==> src/query_pkg.sv <==
package query_pkg;

  // ************************************************************
  // Register map (byte addresses)
  // ************************************************************
  localparam logic [7:0] OFF_LEAF_A = 8'h00;
  localparam logic [7:0] OFF_SUBLEAF_C = 8'h04;
  localparam logic [7:0] OFF_RESULT_B = 8'h08;
  localparam logic [7:0] OFF_RESULT_D = 8'h0C;
  localparam logic [7:0] OFF_CTRL = 8'h10;
  localparam logic [7:0] OFF_STATUS = 8'h14;

  localparam logic [31:0] RESET_WORD = 32'h0000_0000;
  localparam int CTRL_GO_BIT = 0;
  localparam int STATUS_BUSY_BIT = 0;
  localparam int STATUS_DONE_BIT = 1;

  // ************************************************************
  // Leaf numbers and fixed values
  // ************************************************************
  localparam logic [31:0] LEAF_MAX_BASIC = 32'h0000_000F;
  localparam logic [31:0] LEAF_DESC = 32'h0000_0002;
  localparam logic [31:0] LEAF_CACHE = 32'h0000_0004;
  localparam logic [31:0] LEAF_WATCH = 32'h0000_0005;
  localparam logic [31:0] LEAF_POWER = 32'h0000_0006;
  localparam logic [31:0] LEAF_EXTFEAT = 32'h0000_0007;
  localparam logic [31:0] LEAF_DCA = 32'h0000_0009;
  localparam logic [31:0] LEAF_PERFMON = 32'h0000_000A;
  localparam logic [31:0] LEAF_TOPO = 32'h0000_000B;
  localparam logic [31:0] LEAF_XSTATE = 32'h0000_000D;
  localparam logic [31:0] LEAF_QOSMON = 32'h0000_000F;

  localparam logic [7:0] DESC_LEAD_BYTE = 8'h01;
  localparam logic [7:0] DESC_NULL = 8'h00;
  localparam logic [7:0] DESC_SHARED_SECOND_LEVEL_TRANSLATION_BUFFER_1K = 8'hC1;
  localparam logic [7:0] DESC_DATA_TRANSLATION_BUFFER_16 = 8'hC2;
  localparam logic [7:0] DESC_L3_1M = 8'hD1;
  localparam logic [7:0] DESC_L3_2M = 8'hD2;
  localparam logic [7:0] DESC_USE_LEAF4 = 8'hFF;
  localparam int DESC_INVALID_BIT = 31;

  localparam int CACHE_TYPE_NULL = 0;
  localparam int XSTATE_FIRST = 2;
  localparam int XSTATE_LAST = 62;
  localparam int QOS_FIRST_RES = 1;
  localparam int ANSWER_CYCLES = 1;

  typedef struct packed {
    logic [31:0] a;
    logic [31:0] b;
    logic [31:0] c;
    logic [31:0] d;
  } result_t;

  typedef struct packed {
    logic [31:0] leaf;
    logic [31:0] subleaf;
  } query_t;

endpackage

==> src/query_rom.sv <==
module query_rom
  import query_pkg::*;
#(
  parameter int NUM_CACHES = 4,
  parameter int EXT_SUBLEAF_MAX = 0,
  parameter logic [63:0] XSTATE_MASK = 64'h0000_0000_0000_0007,
  parameter logic [31:0] QOS_RES_VECTOR = 32'h0000_0002,
  parameter logic [31:0] QOS_MAX_TAG = 32'h0000_003F,
  parameter logic [7:0] PERFMON_VERSION = 8'h03
) (
  // Query
  input wire query_t q,
  // Answer
  output result_t res
);

  // ************************************************************
  // Per-index cache description (minus-one encoded)
  // ************************************************************
  function automatic result_t cache_word(input logic [31:0] idx);
    result_t r;
    r = '0;
    if (idx < 32'(NUM_CACHES)) begin
      // Type 1 data, 2 instr, 3 unified; level from index
      r.a[4:0] = (idx == 32'h1) ? 5'h2 : ((idx == 32'h0) ? 5'h1 : 5'h3);
      r.a[7:5] = (idx < 32'h2) ? 3'h1 : 3'(idx);
      // Core topology fields equal for every valid index
      r.a[31:26] = 6'h03;
      r.a[25:14] = 12'h001;
      // Ways, partitions, line size, sets: size=(w+1)(p+1)(l+1)(s+1)
      r.b[31:22] = (idx < 32'h2) ? 10'h007 : 10'h00F;
      r.b[21:12] = 10'h000;
      r.b[11:0] = 12'h03F;
      r.c = (idx < 32'h2) ? 32'h0000_003F : 32'h0000_07FF;
    end
    // Beyond last cache: type field reads zero, ends enumeration
    return r;
  endfunction

  always_comb begin
    res = '0;
    // Leaf then sub-leaf selects the answer
    case (q.leaf)
      32'h0: res.a = LEAF_MAX_BASIC;
      LEAF_DESC: begin
        // Lead byte 01H, valid bit 31 clear
        // Every code has bit 7 set, so a valid top byte must stay null
        res.a = {DESC_NULL, DESC_SHARED_SECOND_LEVEL_TRANSLATION_BUFFER_1K, DESC_DATA_TRANSLATION_BUFFER_16, DESC_LEAD_BYTE};
        // One-byte descriptors in any order
        res.b = {DESC_NULL, DESC_USE_LEAF4, DESC_L3_2M, DESC_L3_1M};
        // Unused registers reserved: bit 31 set
        res.c = 32'h8000_0000;
        res.d = 32'h8000_0000;
      end
      LEAF_CACHE: res = cache_word(q.subleaf);
      LEAF_WATCH: begin
        // Address watch and wait line sizes and extensions
        res.a = 32'h0000_0040;
        res.b = 32'h0000_0040;
        res.c = 32'h0000_0003;
        res.d = 32'h0000_1120;
      end
      LEAF_POWER: res.a = 32'h0000_0001;
      LEAF_EXTFEAT: begin
        if (q.subleaf == 32'h0) begin
          // Highest sub-leaf plus feature flags
          res.a = 32'(EXT_SUBLEAF_MAX);
          res.b = 32'h0000_0281;
        end
        // Unsupported sub-leaf returns all zero
      end
      LEAF_DCA: res.a = 32'h0000_0001;
      // Version above zero means monitoring present
      LEAF_PERFMON: res.a = {8'h07, 8'h30, 8'h04, PERFMON_VERSION};
      LEAF_TOPO: begin
        if (q.subleaf < 32'h2) begin
          res.b = (q.subleaf == 32'h0) ? 32'h0000_0001 : 32'h0000_0004;
          res.c = {16'h0, 8'(q.subleaf + 32'h1), q.subleaf[7:0]};
        end
      end
      LEAF_XSTATE: begin
        if (q.subleaf == 32'h0) begin
          // Supported-state mask across D:A and area size
          res.a = XSTATE_MASK[31:0];
          res.d = XSTATE_MASK[63:32];
          res.b = 32'h0000_0340;
          res.c = 32'h0000_0340;
        end else if (q.subleaf >= 32'(XSTATE_FIRST) && q.subleaf <= 32'(XSTATE_LAST)
                     && XSTATE_MASK[q.subleaf[5:0]]) begin
          // Size and offset of each enabled area; sub-leaf 1 reserved
          res.a = 32'h0000_0100;
          res.b = 32'h0000_0240 + ((q.subleaf - 32'h2) << 8);
        end
      end
      LEAF_QOSMON: begin
        if (q.subleaf == 32'h0) begin
          // Max tag and resource vector
          res.b = QOS_MAX_TAG;
          res.d = QOS_RES_VECTOR;
        end else if (q.subleaf < 32'h20 && q.subleaf >= 32'(QOS_FIRST_RES)
                     && QOS_RES_VECTOR[q.subleaf[4:0]]) begin
          // Set bit position is the resource sub-leaf
          res.b = 32'h0000_0001;
          res.c = QOS_MAX_TAG;
          res.d = 32'h0000_0001;
        end
      end
      default: res = '0;
    endcase
  end

endmodule

==> src/processor_info_query_unit.sv <==
// How it works
// - Descriptor leaf lowest A byte reads 01H
// - Valid descriptor registers hold four byte codes
// - Bit 31 set marks reserved register
// - C1H: shared TLB, 8-way, 1024 entries
// - C2H: data TLB, 4-way, 16 entries
// - D1H/D2H: 1MB/2MB third-level cache
// - FFH: use leaf 4 for caches
// - Leaf 4 enumerates until type zero
// - Cache fields encoded minus one
// - Topology data equal for all valid indices
// - Leaf 5 reports address watch features
// - Leaf 7 sub-leaf 0: max, flags
// - Leaf 7 bad sub-leaf returns zeros
// - Leaf 0AH version above zero means present
// - Leaf 0DH sub-leaf 0: mask, size
// - Leaf 0DH sub-leaves 2..62 give areas where the mask bit is set
// - Leaf 0FH sub-leaf 0: vector, max tag
// - Leaf 0FH vector bit is sub-leaf
module processor_info_query_unit
  import query_pkg::*;
#(
  parameter int NUM_CACHES = 4,
  parameter int EXT_SUBLEAF_MAX = 0
) (
  // Clock and reset
  input wire logic aclk,
  input wire logic aresetn,
  // AXI4-Lite write address
  input wire logic [7:0] s_axi_awaddr,
  input wire logic s_axi_awvalid,
  output logic s_axi_awready,
  // AXI4-Lite write data
  input wire logic [31:0] s_axi_wdata,
  input wire logic [3:0] s_axi_wstrb,
  input wire logic s_axi_wvalid,
  output logic s_axi_wready,
  // AXI4-Lite write response
  output logic [1:0] s_axi_bresp,
  output logic s_axi_bvalid,
  input wire logic s_axi_bready,
  // AXI4-Lite read address
  input wire logic [7:0] s_axi_araddr,
  input wire logic s_axi_arvalid,
  output logic s_axi_arready,
  // AXI4-Lite read data
  output logic [31:0] s_axi_rdata,
  output logic [1:0] s_axi_rresp,
  output logic s_axi_rvalid,
  input wire logic s_axi_rready
);

  // ************************************************************
  // State
  // ************************************************************
  localparam logic [1:0] RESP_OKAY = 2'h0;
  localparam logic [1:0] RESP_SLVERR = 2'h2;

  result_t regs_r, regs_nxt;
  logic done_r, done_nxt;
  logic aw_have_r, aw_have_nxt;
  logic w_have_r, w_have_nxt;
  logic [7:0] aw_addr_r, aw_addr_nxt;
  logic [31:0] w_data_r, w_data_nxt;
  logic [3:0] w_strb_r, w_strb_nxt;
  logic awready_r, awready_nxt;
  logic wready_r, wready_nxt;
  logic bvalid_r, bvalid_nxt;
  logic [1:0] bresp_r, bresp_nxt;
  logic arready_r, arready_nxt;
  logic rvalid_r, rvalid_nxt;
  logic [31:0] rdata_r, rdata_nxt;
  logic [1:0] rresp_r, rresp_nxt;
  result_t rom_res;
  query_t rom_q;

  function automatic logic [31:0] merge(input logic [31:0] old, input logic [31:0] nw, input logic [3:0] st);
    logic [31:0] m;
    m = old;
    for (int i = 0; i < 4; i++) begin
      if (st[i]) begin
        m[i*8 +: 8] = nw[i*8 +: 8];
      end
    end
    return m;
  endfunction

  function automatic logic mapped(input logic [7:0] ad);
    return ad == OFF_LEAF_A || ad == OFF_SUBLEAF_C || ad == OFF_RESULT_B ||
           ad == OFF_RESULT_D || ad == OFF_CTRL || ad == OFF_STATUS;
  endfunction

  assign rom_q = '{leaf: regs_r.a, subleaf: regs_r.c};
  query_rom #(
    .NUM_CACHES(NUM_CACHES),
    .EXT_SUBLEAF_MAX(EXT_SUBLEAF_MAX)
  ) u_rom (
    .q(rom_q),
    .res(rom_res)
  );

  // ************************************************************
  // Bus and query logic
  // ************************************************************
  always_comb begin
    logic do_write;
    do_write = 1'b0;
    regs_nxt = regs_r;
    done_nxt = done_r;
    aw_have_nxt = aw_have_r;
    w_have_nxt = w_have_r;
    aw_addr_nxt = aw_addr_r;
    w_data_nxt = w_data_r;
    w_strb_nxt = w_strb_r;
    bvalid_nxt = bvalid_r;
    bresp_nxt = bresp_r;
    rvalid_nxt = rvalid_r;
    rdata_nxt = rdata_r;
    rresp_nxt = rresp_r;
    if (s_axi_awvalid && awready_r) begin
      aw_have_nxt = 1'b1;
      aw_addr_nxt = s_axi_awaddr;
    end
    if (s_axi_wvalid && wready_r) begin
      w_have_nxt = 1'b1;
      w_data_nxt = s_axi_wdata;
      w_strb_nxt = s_axi_wstrb;
    end
    if (bvalid_r && s_axi_bready) begin
      bvalid_nxt = 1'b0;
    end
    if (aw_have_r && w_have_r && !bvalid_r) begin
      do_write = 1'b1;
      aw_have_nxt = 1'b0;
      w_have_nxt = 1'b0;
      bvalid_nxt = 1'b1;
      bresp_nxt = mapped(aw_addr_r) ? RESP_OKAY : RESP_SLVERR;
    end
    if (do_write) begin
      case (aw_addr_r)
        OFF_LEAF_A: regs_nxt.a = merge(regs_r.a, w_data_r, w_strb_r);
        OFF_SUBLEAF_C: regs_nxt.c = merge(regs_r.c, w_data_r, w_strb_r);
        OFF_CTRL: begin
          if (w_strb_r[0] && w_data_r[CTRL_GO_BIT]) begin
            // All four result words load together
            regs_nxt = rom_res;
            done_nxt = 1'b1;
          end
        end
        default: regs_nxt = regs_r;
      endcase
      if (aw_addr_r == OFF_LEAF_A || aw_addr_r == OFF_SUBLEAF_C) begin
        done_nxt = 1'b0;
      end
    end
    awready_nxt = !aw_have_nxt;
    wready_nxt = !w_have_nxt;
    if (rvalid_r && s_axi_rready) begin
      rvalid_nxt = 1'b0;
    end
    if (s_axi_arvalid && arready_r) begin
      rvalid_nxt = 1'b1;
      rresp_nxt = mapped(s_axi_araddr) ? RESP_OKAY : RESP_SLVERR;
      case (s_axi_araddr)
        OFF_LEAF_A: rdata_nxt = regs_r.a;
        OFF_SUBLEAF_C: rdata_nxt = regs_r.c;
        OFF_RESULT_B: rdata_nxt = regs_r.b;
        OFF_RESULT_D: rdata_nxt = regs_r.d;
        OFF_STATUS: rdata_nxt = {30'h0, done_r, 1'b0};
        default: rdata_nxt = 32'h0000_0000;
      endcase
    end
    arready_nxt = !rvalid_nxt;
  end

  always_ff @(posedge aclk) begin
    if (!aresetn) begin
      regs_r <= '0;
      done_r <= 1'b0;
      aw_have_r <= 1'b0;
      w_have_r <= 1'b0;
      aw_addr_r <= 8'h00;
      w_data_r <= RESET_WORD;
      w_strb_r <= 4'h0;
      awready_r <= 1'b0;
      wready_r <= 1'b0;
      bvalid_r <= 1'b0;
      bresp_r <= RESP_OKAY;
      arready_r <= 1'b0;
      rvalid_r <= 1'b0;
      rdata_r <= RESET_WORD;
      rresp_r <= RESP_OKAY;
    end else begin
      regs_r <= regs_nxt;
      done_r <= done_nxt;
      aw_have_r <= aw_have_nxt;
      w_have_r <= w_have_nxt;
      aw_addr_r <= aw_addr_nxt;
      w_data_r <= w_data_nxt;
      w_strb_r <= w_strb_nxt;
      awready_r <= awready_nxt;
      wready_r <= wready_nxt;
      bvalid_r <= bvalid_nxt;
      bresp_r <= bresp_nxt;
      arready_r <= arready_nxt;
      rvalid_r <= rvalid_nxt;
      rdata_r <= rdata_nxt;
      rresp_r <= rresp_nxt;
    end
  end

  assign s_axi_awready = awready_r;
  assign s_axi_wready = wready_r;
  assign s_axi_bvalid = bvalid_r;
  assign s_axi_bresp = bresp_r;
  assign s_axi_arready = arready_r;
  assign s_axi_rvalid = rvalid_r;
  assign s_axi_rdata = rdata_r;
  assign s_axi_rresp = rresp_r;

  // ************************************************************
  // Checks
  // ************************************************************
  logic go_w;
  assign go_w = aw_have_r && w_have_r && !bvalid_r && aw_addr_r == OFF_CTRL && w_strb_r[0] && w_data_r[CTRL_GO_BIT];
endmodule

==> config.mk <==
export PLATFORM = sky130hd
export DESIGN_NAME = processor_info_query_unit
export DESIGN_NICKNAME = d
export VERILOG_FILES = /design/src/query_pkg.sv /design/src/query_rom.sv /design/src/processor_info_query_unit.sv
export SDC_FILE = /design/constraint.sdc
export NUM_CORES = 1
export LEC_CHECK = 0
export ABC_AREA = 1
export BUFFER_PORTS_ARGS = -buffer_cell sky130_fd_sc_hd__buf_2
export CAP_MARGIN = 20
export CORE_MARGIN = 3
export CORE_UTILIZATION = 61
export CTS_BUF_LIST = sky130_fd_sc_hd__clkbuf_8
export CTS_CLUSTER_DIAMETER = 200
export DETAILED_ROUTE_END_ITERATION = 16
export PLACE_DENSITY = 0.83
export SETUP_SLACK_MARGIN = 0.02
export SYNTH_ARGS = -nofsm -noshare
export SYNTH_HDL_FRONTEND = slang
export SYNTH_SLANG_ARGS = --single-unit
export TNS_END_PERCENT = 20
==> constraint.sdc <==
create_clock -name aclk -period 2.6 [get_ports aclk]
set_clock_uncertainty 0.1 [all_clocks]
set_input_delay 0.52 -clock aclk [delete_from_list [all_inputs] [get_ports aclk]]
set_output_delay 0.52 -clock aclk [all_outputs]
set_load 0.03 [all_outputs]
======== After elaboration in Yosys (flattened, before gate mapping) ========
Memory sizes are Yosys's and may differ from the RTL's. A register that Yosys moved wholly into a read port is not among the register bits.
Cells that the tools add are included.
Widths: inputs -> output; s select.
cells by class
  equal/unequal tests ..................... 31
  reduce and logical (&&, ||, !) cells .... 46
  $add $sub $neg .......................... 3
  multiplexer cells ....................... 49
  div/mod/pow operators ................... 0
  multipliers ............................. 0
  shift operators ......................... 0
  $lt $le $gt $ge ......................... 8
  bitwise logic cells ..................... 0
operator list
  operator                count
  $pmux 28 s8             1
  $pmux 32 s7             1
  $pmux 32 s6             1
  $eq 32x4->1 const B     5
  $pmux 32 s5             1
  $eq 32x3->1 const B     4
  $mux 128                1
  $pmux 32 s2             2
  $pmux 32 s4             1
  $mux 32                 3
  $mux 41                 2
  $mux 72                 1
  $mux 65                 1
  $logic_not 32->1        2
  $mux 64                 1
  $mux 42                 1
  $add 10x32->32 const A  1
  $eq 32x1->1 const B     1
  $eq 32x2->1 const B     1
  $eq 8x4->1 const B      4
  $eq 8x5->1 const B      4
  $ge 32x1->1 const B     1
  $ge 32x2->1 const B     1
  $le 32x6->1 const B     1
  other kinds (30)        95
storage, ports and cells
  flip-flop bits (word level) ............. 216
  input port bits ......................... 59
  ROM bits ................................ 96
  word-level logic and storage cells ...... 163
  memory bits (writable) .................. 0
  memories kept ........................... 2
  bits in latches ......................... 0
memory list
  memory           depth  width  read ports  clocked after Yosys merged registers in  wr ports  line              RTL
  (no name shown)  64     1      1           1                                        0         query_rom.sv:89   && XSTATE_MASK[q.subleaf[5:0]]) begin
  (no name shown)  32     1      1           1                                        0         query_rom.sv:101  && QOS_RES_VECTOR[q.subleaf[4:0]]) begin

======== Logic depth before layout (Yosys ltp) ========
  depth in word-level cells ............... 10
  gate-level depth with buffers ........... 16
  mapped depth without buffers ............ 15

======== Modules after synthesis ========
From an unflattened synthesis, not the netlist that was laid out.
unflattened totals
  cells, all modules ...................... 1850
  area, all modules ....................... 11878.9 um2
modules (own cells, without submodules)
  module                     cells each  area each (um2)  sequential area each (um2)  instances
  processor_info_query_unit  1477        9908.3           4284.1                      1
  query_rom                  373         1970.6           0.0                         1

======== Least setup slack after synthesis ========
Ideal clock, no wire load.
  path type ............................... register to register
  start point ............................. reg regs_r[33] in the netlist's numbering
  end point ............................... reg regs_r[92] in the netlist's numbering
  arrival time ............................ 2.106 ns
  setup time .............................. 0.058 ns
  buffers on the path ..................... 0
  period minus slack after synthesis ...... 2.264 ns
  cell stages (with the launch flop) ...... 12
  path slack .............................. 0.336 ns
  path through ............................ dfxtp_1 -> inv_1 -> ha_1 -> or2_2 -> nor2_1 -> nand2_1 -> nor2_1 -> nand3_1 -> a21oi_1 -> nand4_1 -> nor2_1 -> o21a_1
on the way
  longest elaborated chain between the ends .. 6
  elaborated cells on any way between the ends .. 10
  classes of those cells .................. 2 x add/sub; 2 x order compare; 3 x mux; 3 x reduce/logical
ends and longest elaborated chain
  item                                                                    line                              RTL
  start: declaration                                                      processor_info_query_unit.sv:59   result_t regs_r, regs_nxt;
  start signal: assignment                                                processor_info_query_unit.sv:194  regs_r <= regs_nxt;
  parallel branches: the longest is 4 deep, another holds $add 10x32->32  --
  $mux 41 *                                                               query_rom.sv:82                   if (q.subleaf == 32'h0) begin
  $pmux 32 s7 *                                                           query_rom.sv:43                   case (q.leaf)
Every way passes the cells marked *.
A chain may end at the register's enable or synchronous reset.

======== Worst setup path after layout ========
  start point ............................. reg regs_r[34] in the netlist's numbering
  end point ............................... reg regs_r[94] in the netlist's numbering
The elaborated chain is that of the path after synthesis.

==> out/metrics.csv <==
stage;metric;value;unit
setup_path;Worst Setup End Kind;flop;
global_routing;Congestion Overflow GR;0;
global_routing;largest net degree at the start of global routing;99;
synthesis;largest area contributor in the netlist;dfxtp_1;
sta;Setup TNS Final;0;ns
power;Combinational Power Share;0.103;
cts;clk buf depth;2;
setup_path;startpoint types;flop;
synthesis;Mapped Cells;1359;
synthesis;post-synthesis average cell area;6.65;sq um
placement;DP Worst Slack;0.187;ns
sta;RSZ-0062 raised after global routing;true;
synthesis;Post-Synth Simple-Gate Area;0.307;
sta;Max Freq;413;MHz
setup_path;Worst Path Arrival;2.75;ns
detailed_routing;wire per inst;16.7;microns
detailed_routing;Post-route DRC;0;
synthesis;number of synthesized flops with an enable pin;0;
worst_hold_path;Min-Delay Path Class;input port to flop;
detailed_routing;final WL;27500;microns
placement;I/O Buffers;97;
cts;htree depth;4;
power;VDD IR max;0.426;mV
floorplan;effective utilization at floorplan;0.636;
setup_path;Worst Setup SP;regs_r[34];
floorplan;die area;0.0163;sq mm
cts;Num CTS Buffers;17;
sta;Tmin final;2.42;ns
cells_and_area;nets@finish;1522;
cells_and_area;share of cells above drive strength 1;0.139;
global_routing;GRT Util Overall;0.337;
cells_and_area;area delta synth->final;13.0;%
detailed_routing;Starting DRT DRC Count;1208;
placement;global placer's final weighted congestion;1.02;
sta;final setup margin;0.178;ns
worst_hold_path;Hold Crit Start;s_axi_wdata[17];
synthesis;Synth area leaders;dfxtp_1, nand2_1, nor2_1;
power;P_sw;1.54;mW
setup_path;Crit Reg-Reg Startpoint;regs_r[34];
global_routing;first-pass GRT wire length;43800;microns
power;register share of total power;0.551;
synthesis;post-synthesis mux area share;0;
worst_hold_path;worst hold path endpoint;w_data_r[17];
synthesis;main combinational cell family by area after synthesis;simple AND/OR/NAND/NOR gates;
power;Pwr per Cell Area;525;mW/mm^2
cts;Skew-Pair Late Insertion Delay;0.48;ns
cts;clk slew on worst S/H paths;0.10;ns
power;internal power;3.82;mW
power;Leakage;4.79;nW
power;clock share of power;0.347;
placement;Post-DP HPWL;20800;microns
cells_and_area;final core occ;0.719;
synthesis;post-synth top area share;0.412;
detailed_routing;Detail Route Antenna Nets;0;
cells_and_area;ANT cells;0;
synthesis;top_reg_cell synth;dfxtp_1;
synthesis;Seq cells post-synth;186;
floorplan;Top Ports;100;
cts;Setup Buffers After CTS;0;
synthesis;adder-cell area share of the yosys netlist;0.00830;
global_routing;vias in the first global route;8459;
sta;Pins Over Slew Limit;0;
setup_path;reg2reg end;regs_r[94];
sta;Max-slew headroom;0.556;
setup_path;R2R depth;11;
detailed_routing;via/cell ratio;5.75;
setup_path;CP max FO;4;
setup_path;crit path kind;flop to flop;
floorplan;die width;128;microns
synthesis;register area share after synthesis;0.412;
sta;Final Cycle Share;0.931;
floorplan;standard-cell rows;43;
global_routing;initial antenna violation count;0;
sta;Final Hold Vio Count;0;
sta;Slew @ Worst Pin;0.662;ns
setup_path;Worst R2R Setup Slack;0.18;ns
worst_hold_path;hold depth;3;
detailed_routing;drt pass-1 iters;6;
synthesis;FFs w/ async S/R, synth;0;
cts;CTS tree;yes;
power;net switching fraction of the power;0.287;
cts;clock sinks;186;
run;Max Cap Viol;0;
detailed_routing;vias after detailed routing;9486;
outcome;status;finished, final reports clean;
floorplan;core footprint;0.0142;sq mm
cts;CTS Hold Bufs;0;
synthesis;cell area after synthesis;0.00904;sq mm
synthesis;Yosys cell types;39;
synthesis;Ys Warns;0;
setup_path;required time worst endpoint;2.93;ns
synthesis;Synth Area in Compound Gates;0.186;
floorplan;die height;128;microns
sta;Final setup viols;0;
cts;CTS root buffer;clkbuf_8;
synthesis;post-synthesis xor/xnor area fraction;0.00484;
## layout by cell type (no fill, tap or decap), types with 24 or more instances in the layout
cell and n:
buf_2 97, a21oi_1 137, inv_1 113, nor2_1 217, dfxtp_1 186, nand2_1 338
buf_4 40, nand3_1 52, o211ai_1 24, o21ai_0 111
## power by group through the flow
stage,clock [mW],combinational [mW],sequential [mW]
6_report,1.86,0.551,2.95
5_1_grt,1.97,0.614,2.96
4_1_cts,1.85,0.542,2.95
3_5_place_dp,0,0.540,3.02
3_3_place_gp,0,0.535,3.01
2_1_floorplan,0,0.361,3.02
## flip-flops by register name (all words and copies together), names as in the netlist, named ones only
| register | count |
|---|---|
| aw_addr_r | 8 |
| aw_have_r | 1 |
| done_r | 1 |
| regs_r | 98 |
| s_axi_arready | 1 |
| s_axi_awready | 1 |
| s_axi_bresp | 1 |
| s_axi_bvalid | 1 |
| s_axi_rdata | 32 |
| s_axi_rresp | 1 |
| s_axi_rvalid | 1 |
| s_axi_wready | 1 |
| w_data_r | 32 |
| w_have_r | 1 |
| w_strb_r | 4 |
## cell usage after synthesis (4+ instances only)
master and n:
buf_1 6, ha_1 6, a21oi_1 137, o2111ai_1 4
a211oi_1 5, nor2_2 9, o211ai_1 24, a31oi_1 11
nor3_1 16, nor2_1 219, nand3_1 52, o21ai_1 7
nand2_1 338, dfxtp_1 186, buf_2 9, o221ai_1 4
nand4_1 16, o21ai_0 111, nor2_4 4, clkbuf_1 42
inv_1 113, inv_2 6
## area by class of cell
class,instances,area [sq um]
clock buffer,19,262
clock inverter,13,108
fill,1262,3990
inverter,121,459
multi-input combinational,991,4600
sequential,186,3720
tap,180,225
timing repair buffer,140,846
## per-stage QoR
step / power (mW) / hold slack [ns] / cell area (sq um) / cells
finish: 5.36 / 0.179 / 10200 / 1650
global route: 5.54 / 0.187 / 10200 / 1650
CTS: 5.35 / 0.180 / 10200 / 1650
detailed placement: 3.56 / 0.348 / 9840 / 1618
global placement: 3.55 / 0.342 / 9840 / 1618
floorplan: 3.38 / 0.330 / 9040 / 1360
## cell families (layout without fill, tap and decap cells)
group | after synthesis | count (layout)
adders and majority gates | 6 | 6
xor gates and xnor gates | 5 | 5
DFF | 186 | 186
other | 1 | 2
buffers and inverters | 183 | 293
AOI/OAI and AO/OA | 310 | 310
and+or+nand+nor | 668 | 668
## worst max path at each step
stage | to | slack [ns] | cells past startpoint
2_1_floorplan | regs_r[92] | 0.34 | 11
3_3_place_gp | regs_r[101] | 0.20 | 12
3_5_place_dp | regs_r[94] | 0.19 | 11
4_1_cts | regs_r[94] | 0.16 | 11
5_1_grt | flop | -0.05 | 14
6_report | regs_r[94] | 0.18 | 11
## critical path, cell delays in order (launching register included)
cell	delay, ns
dfxtp_1	0.40
inv_1	0.08
ha_1	0.29
or2_2	0.29
nor2_1	0.19
nand2_1	0.08
nor2_1	0.14
nand3_1	0.09
a21oi_1	0.19
nand4_1	0.19
nor2_1	0.20
o21a_1	0.13
## what timing repair did
| action | in CTS | in global routing |
|---|---|---|
| hold endpoints to repair | 0 | 0 |
| endpoints found under the setup margin | 0 | 16 |
| gates resized for setup | 0 | 2 |
## metal layers
layer  up-vias  routed length, microns  track usage
met3        56                    2980       0.0804
li1       4615                       -            -
met2       540                   11900        0.513
met1      4275                   11900        0.478
met5         -                       0            0
met4         0                     651        0.102
Note: power is estimated with default switching activity, not from simulation.
